<file path="config.mk">
export PLATFORM = sky130hd
export DESIGN_NAME = fcsm_top
export DESIGN_NICKNAME = d
export VERILOG_FILES = /design/src/logic/fcsm_pkg.sv /design/src/logic/fcsm_if.sv /design/src/logic/fcsm_pin_sync.sv /design/src/logic/fcsm_lock_table.sv /design/src/logic/fcsm_top.sv
export SDC_FILE = /design/constraint.sdc
export NUM_CORES = 1
export LEC_CHECK = 0
export BUFFER_PORTS_ARGS = -buffer_cell sky130_fd_sc_hd__buf_2
export CORE_ASPECT_RATIO = 1.1
export CORE_UTILIZATION = 49
export CTS_CLUSTER_DIAMETER = 60
export DETAILED_ROUTE_END_ITERATION = 12
export PLACE_DENSITY = 0.74
export SLEW_MARGIN = 5
export SYNTH_ARGS = -nofsm -noshare
export SYNTH_HDL_FRONTEND = slang
export SYNTH_HIERARCHICAL = 1
export SYNTH_SLANG_ARGS = --single-unit
</file>
<file path="constraint.sdc">
create_clock -name sys_clk -period 3.7 [get_ports sys_clk]
set_clock_uncertainty 0.1 [all_clocks]
set_input_delay 0.37 -clock sys_clk [delete_from_list [all_inputs] [get_ports sys_clk]]
set_output_delay 0.37 -clock sys_clk [all_outputs]
set_load 0.005 [all_outputs]
</file>
<file path="src/logic/fcsm_pkg.sv">
// fcsm_pkg: command codes, status layout, reset values and state types
package fcsm_pkg;

  // ****************************************
  // command codes (low byte of a write)
  // ****************************************
  localparam logic [7:0] CMD_PROG_ALT    = 8'h10;
  localparam logic [7:0] CMD_ERASE_SETUP = 8'h20;
  localparam logic [7:0] CMD_PROG_SETUP  = 8'h40;
  localparam logic [7:0] CMD_CLR_STATUS  = 8'h50;
  localparam logic [7:0] CMD_PROT_SETUP  = 8'h60;
  localparam logic [7:0] CMD_READ_STATUS = 8'h70;
  localparam logic [7:0] CMD_READ_CFG    = 8'h90;
  localparam logic [7:0] CMD_READ_QUERY  = 8'h98;
  localparam logic [7:0] CMD_SUSPEND     = 8'hB0;
  localparam logic [7:0] CMD_CONFIRM     = 8'hD0;
  localparam logic [7:0] CMD_READ_ARRAY  = 8'hFF;
  localparam logic [7:0] CMD_LOCK        = 8'h01;
  localparam logic [7:0] CMD_RCR_DATA    = 8'h03;
  localparam logic [7:0] CMD_LOCK_DOWN   = 8'h2F;
  localparam logic [7:0] CMD_RESERVED    = 8'h00;

  // ****************************************
  // status byte layout and reset values
  // ****************************************
  localparam int SR_READY  = 7;
  localparam int SR_ESUSP  = 6;
  localparam int SR_EFAIL  = 5;
  localparam int SR_PFAIL  = 4;
  localparam int SR_SUPPLY = 3;
  localparam int SR_PSUSP  = 2;
  localparam int SR_LOCK   = 1;
  localparam logic [15:0] RCR_RST  = 16'h0000;
  localparam logic        LOCK_RST = 1'b1;

  // ****************************************
  // identifier read offsets (low address byte)
  // ****************************************
  localparam logic [7:0] CFG_MFR_ADDR  = 8'h00;
  localparam logic [7:0] CFG_DEV_ADDR  = 8'h01;
  localparam logic [7:0] CFG_LOCK_ADDR = 8'h02;
  localparam logic [7:0] CFG_RCR_ADDR  = 8'h05;

  // ****************************************
  // strobe vector positions
  // ****************************************
  localparam int ST_CE   = 0;
  localparam int ST_ADV  = 1;
  localparam int ST_OE   = 2;
  localparam int ST_WE   = 3;
  localparam int ST_BCLK = 4;
  localparam int ST_VPP  = 5;
  localparam int NST     = 6;
  localparam logic [5:0] ST_RST = 6'h0F;

  typedef enum logic [1:0] {
    MODE_ARRAY  = 2'b00,
    MODE_STATUS = 2'b01,
    MODE_CFG    = 2'b10,
    MODE_QUERY  = 2'b11
  } fcsm_mode_t;

  typedef enum logic [1:0] {
    ARM_NONE  = 2'b00,
    ARM_ERASE = 2'b01,
    ARM_PROT  = 2'b10,
    ARM_PROG  = 2'b11
  } fcsm_arm_t;

  typedef enum logic [1:0] {
    SEQ_IDLE = 2'b00,
    SEQ_BUSY = 2'b01,
    SEQ_SUSP = 2'b10
  } fcsm_seq_t;

endpackage

</file>
<file path="src/logic/fcsm_if.sv">
// fcsm_if: synchronised pin levels and lock table access between modules
`timescale 1ns/1ps

interface fcsm_pins_if #(parameter int W = 1);
  logic [W-1:0] lvl;
  modport src (output lvl);
  modport dst (input lvl);
endinterface

interface fcsm_lock_if #(parameter int BW = 6);
  logic [BW-1:0] upd_blk;
  logic          set_lock;
  logic          set_down;
  logic          clr_lock;
  logic [BW-1:0] wq_blk;
  logic          wq_locked;
  logic [BW-1:0] rq_blk;
  logic          rq_locked;
  logic          rq_down;
  modport tbl (input upd_blk, set_lock, set_down, clr_lock, wq_blk, rq_blk,
               output wq_locked, rq_locked, rq_down);
  modport ctl (output upd_blk, set_lock, set_down, clr_lock, wq_blk, rq_blk,
               input wq_locked, rq_locked, rq_down);
endinterface

</file>
<file path="src/logic/fcsm_pin_sync.sv">
// fcsm_pin_sync: two-stage synchroniser for a group of pins
`timescale 1ns/1ps

module fcsm_pin_sync #(
  parameter int           W   = 1,
  parameter logic [W-1:0] RST = '0
) (
  input  wire logic         sys_clk,
  input  wire logic         rstn,
  input  wire logic [W-1:0] raw,
  fcsm_pins_if.src          p
);
  logic [W-1:0] meta;

  // meta feeds only the second stage
  always_ff @(posedge sys_clk or negedge rstn) begin
    if (!rstn) begin
      meta  <= RST;
      p.lvl <= RST;
    end else begin
      meta  <= raw;
      p.lvl <= meta;
    end
  end
endmodule

</file>
<file path="src/logic/fcsm_lock_table.sv">
// fcsm_lock_table: per-block lock and lock-down bits
`timescale 1ns/1ps

module fcsm_lock_table #(
  parameter int NBLK = 64,
  parameter int BW   = 6
) (
  input  wire logic sys_clk,
  input  wire logic rstn,
  fcsm_lock_if.tbl  lk
);
  logic [NBLK-1:0] locked;
  logic [NBLK-1:0] down;

  // lock-down is left only by reset; blocks come up locked
  always_ff @(posedge sys_clk or negedge rstn) begin
    if (!rstn) begin
      locked <= {NBLK{fcsm_pkg::LOCK_RST}};
      down   <= '0;
    end else begin
      if (lk.set_lock || lk.set_down)
        locked[lk.upd_blk] <= 1'b1;
      else if (lk.clr_lock && !down[lk.upd_blk])
        locked[lk.upd_blk] <= 1'b0;
      if (lk.set_down)
        down[lk.upd_blk] <= 1'b1;
    end
  end

  assign lk.wq_locked = locked[lk.wq_blk];
  assign lk.rq_locked = locked[lk.rq_blk];
  assign lk.rq_down   = down[lk.rq_blk];
endmodule

</file>
<file path="src/logic/fcsm_top.sv">
// fcsm_top: dual-bank flash command decoder, mode control and status
// Operation
// - erase confirm after setup starts block erase
// - busy: only status and suspend accepted
// - after start, bank reads status register
// - resume restarts the suspended operation
// - read-array code selects array data output
// - lock code after protection setup locks block
// - configuration code stores address bits
// - lock-down code after setup locks block down
// - unlock frees block unless locked down
// - completion sets ready, full command set
// - command state held until next write
// - no start without valid programming supply
// - error flags sticky; clear-status clears them only when idle
// - reset leaves banks in array read
// - identifier mode returns id, lock, configuration
// - query code selects query data output
// - address latched, data refreshed on strobes
// - erase setup then other code: status, ignore
// - protection setup then other code: status
// - suspend halts, sets suspend and ready
`timescale 1ns/1ps

module fcsm_top #(
  parameter int          AW         = 21,
  parameter int          BW         = 6,
  parameter int          NBLK       = 64,
  parameter logic [5:0]  BANK_B_BLK = 6'h08,
  parameter logic [15:0] MFR_ID     = 16'h00A5, // arbitrary value
  parameter logic [15:0] DEV_ID     = 16'h005A  // arbitrary value
) (
  input  wire logic          sys_clk,
  input  wire logic          rstn,
  input  wire logic          chip_sel_n,
  input  wire logic          address_latch_strobe_n,
  input  wire logic          out_en_n,
  input  wire logic          write_en_n,
  input  wire logic          burst_clk,
  input  wire logic          supply_in_range,
  input  wire logic [AW-1:0] addr,
  input  wire logic [15:0]   data_lines_in,
  output logic      [15:0]   data_lines_out,
  output logic               data_lines_oe,
  output logic      [AW-1:0] array_addr,
  input  wire logic [15:0]   array_rdata,
  input  wire logic [15:0]   query_rdata,
  output logic               op_start,
  output logic               op_erase,
  output logic      [AW-1:0] op_addr,
  output logic      [15:0]   op_data,
  output logic               op_suspend,
  output logic               op_resume,
  input  wire logic          op_done,
  input  wire logic          op_fail,
  output logic      [15:0]   read_config
);

  // ****************************************
  // pin synchronisers and edge detection
  // ****************************************
  fcsm_pins_if #(.W(fcsm_pkg::NST)) st_if ();
  fcsm_pins_if #(.W(AW + 16)) bus_if ();
  fcsm_lock_if #(.BW(BW)) lk ();

  fcsm_pin_sync #(.W(fcsm_pkg::NST), .RST(fcsm_pkg::ST_RST)) u_st_sync (
    .sys_clk (sys_clk),
    .rstn    (rstn),
    .raw     ({supply_in_range, burst_clk, write_en_n, out_en_n,
               address_latch_strobe_n, chip_sel_n}),
    .p       (st_if.src)
  );

  fcsm_pin_sync #(.W(AW + 16)) u_bus_sync (
    .sys_clk (sys_clk),
    .rstn    (rstn),
    .raw     ({addr, data_lines_in}),
    .p       (bus_if.src)
  );

  fcsm_lock_table #(.NBLK(NBLK), .BW(BW)) u_locks (
    .sys_clk (sys_clk),
    .rstn    (rstn),
    .lk      (lk.tbl)
  );

  function automatic logic [BW-1:0] blk_of(input logic [AW-1:0] a);
    return a[AW-1 -: BW];
  endfunction

  function automatic logic bank_of(input logic [AW-1:0] a);
    return blk_of(a) >= BANK_B_BLK;
  endfunction

  logic [fcsm_pkg::NST-1:0] st;
  logic [fcsm_pkg::NST-1:0] st_d;
  logic [AW-1:0]            s_addr;
  logic [15:0]              s_data;
  logic [7:0]               cmd;

  assign st     = st_if.lvl;
  assign s_addr = bus_if.lvl[AW+15:16];
  assign s_data = bus_if.lvl[15:0];
  assign cmd    = s_data[7:0];

  always_ff @(posedge sys_clk or negedge rstn) begin
    if (!rstn)
      st_d <= fcsm_pkg::ST_RST;
    else
      st_d <= st;
  end

  logic ce_lo;
  logic oe_lo;
  logic adv_lo;
  logic vpp_ok;
  logic wr_take;
  logic rd_upd;
  logic rd_upd_q;

  assign ce_lo   = !st[fcsm_pkg::ST_CE];
  assign oe_lo   = !st[fcsm_pkg::ST_OE];
  assign adv_lo  = !st[fcsm_pkg::ST_ADV];
  assign vpp_ok  = st[fcsm_pkg::ST_VPP];
  assign wr_take = st[fcsm_pkg::ST_WE] && !st_d[fcsm_pkg::ST_WE] && ce_lo;
  // data refresh: strobe fall, burst clock while strobe low, later of oe/ce
  assign rd_upd  = (adv_lo && st_d[fcsm_pkg::ST_ADV])
                 || (adv_lo && st[fcsm_pkg::ST_BCLK] && !st_d[fcsm_pkg::ST_BCLK])
                 || (ce_lo && oe_lo && (st_d[fcsm_pkg::ST_OE] || st_d[fcsm_pkg::ST_CE]));

  // ****************************************
  // per-bank command state
  // ****************************************
  fcsm_pkg::fcsm_mode_t mode [2];
  fcsm_pkg::fcsm_mode_t next_mode [2];
  fcsm_pkg::fcsm_arm_t  arm [2];
  fcsm_pkg::fcsm_arm_t  next_arm [2];
  fcsm_pkg::fcsm_seq_t  seq;
  logic                 op_bank;
  logic                 wb;
  logic                 idle;
  logic                 try_erase;
  logic                 try_prog;
  logic                 do_lock;
  logic                 do_down;
  logic                 do_unlock;
  logic                 do_rcr;
  logic                 do_clr;
  logic                 do_susp;
  logic                 do_resume;

  assign wb   = bank_of(s_addr);
  assign idle = seq == fcsm_pkg::SEQ_IDLE;

  always_comb begin
    next_mode = mode;
    next_arm  = arm;
    try_erase = 1'b0;
    try_prog  = 1'b0;
    do_lock   = 1'b0;
    do_down   = 1'b0;
    do_unlock = 1'b0;
    do_rcr    = 1'b0;
    do_clr    = 1'b0;
    do_susp   = 1'b0;
    do_resume = 1'b0;
    if (wr_take) begin
      if (seq == fcsm_pkg::SEQ_BUSY) begin
        if (cmd == fcsm_pkg::CMD_READ_STATUS)
          next_mode[wb] = fcsm_pkg::MODE_STATUS;
        else if (cmd == fcsm_pkg::CMD_SUSPEND && wb == op_bank)
          do_susp = 1'b1;
      end else begin
        next_arm[wb] = fcsm_pkg::ARM_NONE;
        unique case (arm[wb])
          fcsm_pkg::ARM_ERASE: begin
            if (cmd == fcsm_pkg::CMD_CONFIRM)
              try_erase = 1'b1;
            next_mode[wb] = fcsm_pkg::MODE_STATUS;
          end
          fcsm_pkg::ARM_PROT: begin
            if (cmd == fcsm_pkg::CMD_LOCK)
              do_lock = 1'b1;
            else if (cmd == fcsm_pkg::CMD_LOCK_DOWN)
              do_down = 1'b1;
            else if (cmd == fcsm_pkg::CMD_CONFIRM)
              do_unlock = 1'b1;
            else if (cmd == fcsm_pkg::CMD_RCR_DATA)
              do_rcr = 1'b1;
            else
              next_mode[wb] = fcsm_pkg::MODE_STATUS;
          end
          fcsm_pkg::ARM_PROG: begin
            try_prog      = 1'b1;
            next_mode[wb] = fcsm_pkg::MODE_STATUS;
          end
          fcsm_pkg::ARM_NONE: begin
            case (cmd)
              fcsm_pkg::CMD_READ_ARRAY:  next_mode[wb] = fcsm_pkg::MODE_ARRAY;
              fcsm_pkg::CMD_READ_STATUS: next_mode[wb] = fcsm_pkg::MODE_STATUS;
              fcsm_pkg::CMD_READ_CFG:    next_mode[wb] = fcsm_pkg::MODE_CFG;
              fcsm_pkg::CMD_READ_QUERY:  next_mode[wb] = fcsm_pkg::MODE_QUERY;
              fcsm_pkg::CMD_CLR_STATUS: begin
                if (idle) begin
                  do_clr        = 1'b1;
                  next_mode[wb] = fcsm_pkg::MODE_ARRAY;
                end
              end
              fcsm_pkg::CMD_ERASE_SETUP: begin
                if (idle)
                  next_arm[wb] = fcsm_pkg::ARM_ERASE;
              end
              fcsm_pkg::CMD_PROT_SETUP: begin
                if (idle)
                  next_arm[wb] = fcsm_pkg::ARM_PROT;
              end
              fcsm_pkg::CMD_PROG_SETUP, fcsm_pkg::CMD_PROG_ALT: begin
                if (idle)
                  next_arm[wb] = fcsm_pkg::ARM_PROG;
              end
              fcsm_pkg::CMD_CONFIRM: begin
                if (seq == fcsm_pkg::SEQ_SUSP)
                  do_resume = 1'b1;
              end
              // reserved and unknown codes change nothing
              default: ;
            endcase
          end
        endcase
      end
    end
  end

  always_ff @(posedge sys_clk or negedge rstn) begin
    if (!rstn) begin
      mode <= '{fcsm_pkg::MODE_ARRAY, fcsm_pkg::MODE_ARRAY};
      arm  <= '{fcsm_pkg::ARM_NONE, fcsm_pkg::ARM_NONE};
    end else begin
      mode <= next_mode;
      arm  <= next_arm;
    end
  end

  // ****************************************
  // embedded operation sequencer handshake
  // ****************************************
  logic try_op;
  logic start_ok;

  assign try_op   = try_erase || try_prog;
  assign start_ok = try_op && !lk.wq_locked && vpp_ok;

  always_ff @(posedge sys_clk or negedge rstn) begin
    if (!rstn) begin
      seq        <= fcsm_pkg::SEQ_IDLE;
      op_bank    <= 1'b0;
      op_erase   <= 1'b0;
      op_addr    <= '0;
      op_data    <= '0;
      op_start   <= 1'b0;
      op_suspend <= 1'b0;
      op_resume  <= 1'b0;
    end else begin
      op_start   <= start_ok;
      op_suspend <= do_susp && !op_done;
      op_resume  <= do_resume;
      unique case (seq)
        fcsm_pkg::SEQ_IDLE: begin
          if (start_ok) begin
            seq      <= fcsm_pkg::SEQ_BUSY;
            op_bank  <= wb;
            op_erase <= try_erase;
            op_addr  <= s_addr;
            op_data  <= s_data;
          end
        end
        fcsm_pkg::SEQ_BUSY: begin
          if (op_done)
            seq <= fcsm_pkg::SEQ_IDLE;
          else if (do_susp)
            seq <= fcsm_pkg::SEQ_SUSP;
        end
        fcsm_pkg::SEQ_SUSP: begin
          if (do_resume)
            seq <= fcsm_pkg::SEQ_BUSY;
        end
        default: seq <= fcsm_pkg::SEQ_IDLE;
      endcase
    end
  end

  // ****************************************
  // status flags and configuration register
  // ****************************************
  logic       f_lock;
  logic       f_supply;
  logic       f_pfail;
  logic       f_efail;
  logic       done_fail;
  logic [7:0] status;

  assign done_fail = seq == fcsm_pkg::SEQ_BUSY && op_done && op_fail;

  // a set in the clearing cycle wins
  always_ff @(posedge sys_clk or negedge rstn) begin
    if (!rstn) begin
      f_lock      <= 1'b0;
      f_supply    <= 1'b0;
      f_pfail     <= 1'b0;
      f_efail     <= 1'b0;
      read_config <= fcsm_pkg::RCR_RST;
    end else begin
      f_lock   <= (try_op && lk.wq_locked) || (f_lock && !do_clr);
      f_supply <= (try_op && !lk.wq_locked && !vpp_ok) || (f_supply && !do_clr);
      f_pfail  <= (done_fail && !op_erase) || (f_pfail && !do_clr);
      f_efail  <= (done_fail && op_erase) || (f_efail && !do_clr);
      if (do_rcr)
        read_config <= s_addr[15:0];
    end
  end

  // ready and suspend bits follow the sequencer state directly
  assign status = {seq != fcsm_pkg::SEQ_BUSY,
                   seq == fcsm_pkg::SEQ_SUSP && op_erase,
                   f_efail, f_pfail, f_supply,
                   seq == fcsm_pkg::SEQ_SUSP && !op_erase,
                   f_lock, 1'b0};

  assign lk.upd_blk  = blk_of(s_addr);
  assign lk.wq_blk   = blk_of(s_addr);
  assign lk.set_lock = do_lock;
  assign lk.set_down = do_down;
  assign lk.clr_lock = do_unlock;

  // ****************************************
  // read path
  // ****************************************
  logic        rb;
  logic [15:0] cfg_val;
  logic [15:0] rd_val;

  // transparent while the strobe is low, held from its rising edge
  always_ff @(posedge sys_clk or negedge rstn) begin
    if (!rstn)
      array_addr <= '0;
    else if (adv_lo)
      array_addr <= s_addr;
  end

  assign rb        = bank_of(array_addr);
  assign lk.rq_blk = blk_of(array_addr);
  assign cfg_val   = array_addr[7:0] == fcsm_pkg::CFG_MFR_ADDR  ? MFR_ID
                   : array_addr[7:0] == fcsm_pkg::CFG_DEV_ADDR  ? DEV_ID
                   : array_addr[7:0] == fcsm_pkg::CFG_LOCK_ADDR ?
                       {14'h0000, lk.rq_down, lk.rq_locked}
                   : array_addr[7:0] == fcsm_pkg::CFG_RCR_ADDR  ? read_config
                   : 16'h0000;
  assign rd_val    = mode[rb] == fcsm_pkg::MODE_ARRAY  ? array_rdata
                   : mode[rb] == fcsm_pkg::MODE_STATUS ? {8'h00, status}
                   : mode[rb] == fcsm_pkg::MODE_CFG    ? cfg_val
                   : query_rdata;

  // the array sees the new read address one cycle after the strobe falls,
  // so the refresh waits that cycle instead of loading a stale word
  always_ff @(posedge sys_clk or negedge rstn) begin
    if (!rstn) begin
      rd_upd_q       <= 1'b0;
      data_lines_out <= '0;
    end else begin
      rd_upd_q <= rd_upd;
      if (rd_upd_q)
        data_lines_out <= rd_val;
    end
  end

  assign data_lines_oe = ce_lo && oe_lo && st[fcsm_pkg::ST_WE];
endmodule

</file>
==> impl_metrics.tcl <==
set metrics [dict create \
    crit_fanout 42 \
    synth_top_area_share_pct 42.1 \
    ir_drop_uv 269 \
    insertion_delay_ps 520 \
    dpl_cell_area_um2 16400 \
    cts_tree "yes" \
    hpwl_um 26600 \
    wirelength_um 39200 \
    ys_types 79 \
    drc 0 \
    async_reset_ff_share_pct 100 \
    grt_remaining_overflow 0 \
    ys_seq_area_share_pct 55.4 \
    vias 10692 \
    dr.pass1.iters 6 \
    r2r_slack_ps 290 \
    power_density_nw_per_um2 430 \
    final_hold_viol_count 0 \
    grt_max_degree 111 \
    ant_nets 0 \
    max_slew_margin_pct 41.6 \
    slowest_delay_ps 550 \
    tightest_slew_ps 876 \
    critPathBufInv 2 \
    power_leakage_uw 0.00783 \
    grt_usage_pct 25.5 \
    post_drt_wl_per_cell_um 21.7 \
    min_period_ps 3410 \
    finalSetupViolations 0 \
    core_area_um2 29900 \
    met3_usage_pct 4.95 \
    synth_nets 1217 \
    multi_input_area_um2 6070 \
    arrival_ps 3700 \
    die_height_um 186 \
    first_iter_violations 981 \
    ys_warn_count 6 \
    start_kind "register" \
    postCtsSetupRepairBufs 0 \
    antenna_found_initial 2 \
    synth_edf_count 0 \
    postSynthAreaPerCell_um2 13.2 \
    num_rows 66 \
    end_kind "register" \
    status "finished, final reports clean" \
    synth.area.top_cells "dfrtp_1 (42%), dfstp_2 (13%), mux4_2 (9.7%)" \
    path_clk_slew_ps 60 \
    layout-drive-gt1-share_pct 37.7 \
    required_ps 4000 \
    min_path_type "input pin to register" \
    final_cell_area_um2 18000 \
    met1_usage_pct 32.6 \
    seq_area_um2 8330 \
    cap_violations 0 \
    busiest_layer "met2" \
    grt_pass1_wl_um 61400 \
    path_common_cell "mux4_2" \
    yosys.area.top_type "dfrtp_1" \
    clockBufferDepth 3 \
    finalNetCount 1453 \
    numPortBuffers 173 \
    min_period_over_period_pct 92.0 \
    clock-sinks 329 \
    synth_cells 1138 \
    rsz0062_at_grt "false" \
    die_w_um 169 \
    htreeDepth 2 \
    grt_pass1_vias 10731 \
    cp_slowest_cell "dfrtp_2" \
    via_per_inst 5.91 \
    start_util_pct 50.3 \
    ios 174 \
    fillers 2206 \
    max_freq_ghz 0.294 \
    ys_seq_elements 329 \
    path_cells "buf_4 -> mux4_2 -> mux4_2 -> mux2i_1 -> a21oi_1 -> and4b_2 -> buf_12 -> mux2_2" \
    grtUsageMet2_pct 43.0 \
    die_area_um2 31400 \
    cts_buffers 35 \
    tns_ps 0 \
    worst-setup-path-type "register to register" \
    maxSlewViolCount 0 \
    area_growth_pct 20.0 \
    syn-cell-area_um2 15000 \
    gp_congestion 0.919 \
    root_buffer "clkbuf_16" \
    yosys_most_used_dff "dfrtp_1" \
    critical_path.top_delay_family "multiplexers" \
]
-- worst register-to-register path: stages (launching register included) --
cell and delay [ps]:
dfrtp_2 550, buf_4 270, mux4_2 520, mux4_2 490, mux2i_1 170, a21oi_1 150
and4b_2 340, buf_12 310, mux2_2 400
-- placed cells by master, fill, tap and decap left out, types with 19 or more instances in the layout --
cell and count:
a21oi_1 44, buf_2 172, buf_4 35, clkbuf_16 36, dfrtp_1 250, dfstp_2 76, dlygate4sd3_1 51, inv_1 76
mux2_2 46, mux2_4 37, mux2i_1 25, mux4_2 65, nand2_1 88, nor2_1 45, o21ai_0 19, o21bai_1 64
o221ai_1 48
-- through the flow --
step                      power, uW  setup slack (ps)  std cells  utilization [%]  hold WS [ps]
after floorplan                4100               159       1138                -         -25.6
after CTS                      7810               257       1807             60.4          11.7
after global routing           8020               103       1808             60.4          23.8
after global placement         4370               333       1694             54.9           232
final                          7750               295       1809             60.4          14.5
after detailed placement       4380               280       1694             54.9           235
-- cell usage after synthesis, types with 12 or more instances --
cell type  instances
a21oi_1           44
buf_6             12
clkbuf_1          31
dfrtp_1          253
dfstp_2           76
inv_1             76
mux2_2            46
mux2_4            37
mux2i_1           25
mux4_2            65
nand2_1           88
nand3_1           17
nor2_1            45
nor2b_1           15
o21ai_0           19
o21ai_1           17
o21bai_1          64
o221ai_1          48
-- per-layer routing --
| layer | vias up | wire length [um] |
|---|---|---|
| li1 | 4658 | - |
| met1 | 5421 | 15400 |
| met2 | 518 | 19400 |
| met3 | 95 | 3020 |
| met4 | 0 | 1410 |
| met5 | - | 0 |
-- logic make-up (layout without fill, tap and decap cells) --
kind of cell	Yosys count	after routing	share of synthesized area [%]
AO/OA/AOI/OAI	253	253	12.5
XOR/XNOR	4	4	0.233
buffers and inverters	140	401	4.27
flip-flops	329	329	55.4
multiplexers	179	179	19.0
other	0	2	0
AND/OR/NAND/NOR	233	233	8.62
-- final timing paths --
kind	depth (start not counted)	endpoint	from
max	8	op_data[15]	u_bus_sync/p.lvl[31]
max in group asynchronous	3	asynchronous set/reset pin	rstn
max reg2reg	8	op_data[15]	u_bus_sync/p.lvl[31]
min	3	data_lines_out[15]	array_rdata[15]
min reg2reg	0	u_bus_sync/p.lvl[30]	u_bus_sync/meta[30]
min in group asynchronous	2	op_data[8]	rstn
-- cell type report --
| class | instances | area share (%) |
|---|---|---|
| sequential | 329 | 46.2 |
| clock inverter | 15 | 0.769 |
| antenna | 2 | 0.0277 |
| tap | 408 | 2.83 |
| clock buffer | 47 | 5.50 |
| timing repair buffer | 262 | 9.47 |
| multi-input combinational | 669 | 33.6 |
| inverter | 77 | 1.60 |
-- what timing repair did --
| item | 4_1_cts | 5_1_grt |
|---|---|---|
| endpoints found under the hold margin | 141 | 0 |
| hold buffers | 51 | 0 |
| gates resized for setup | 0 | 0 |
-- power breakdown --
group          switching (uW)  internal [uW]
clock                    1410           1980
sequential                110           3710
combinational             309            242
total                    1830           5930
(Power assumes the default switching activity.)
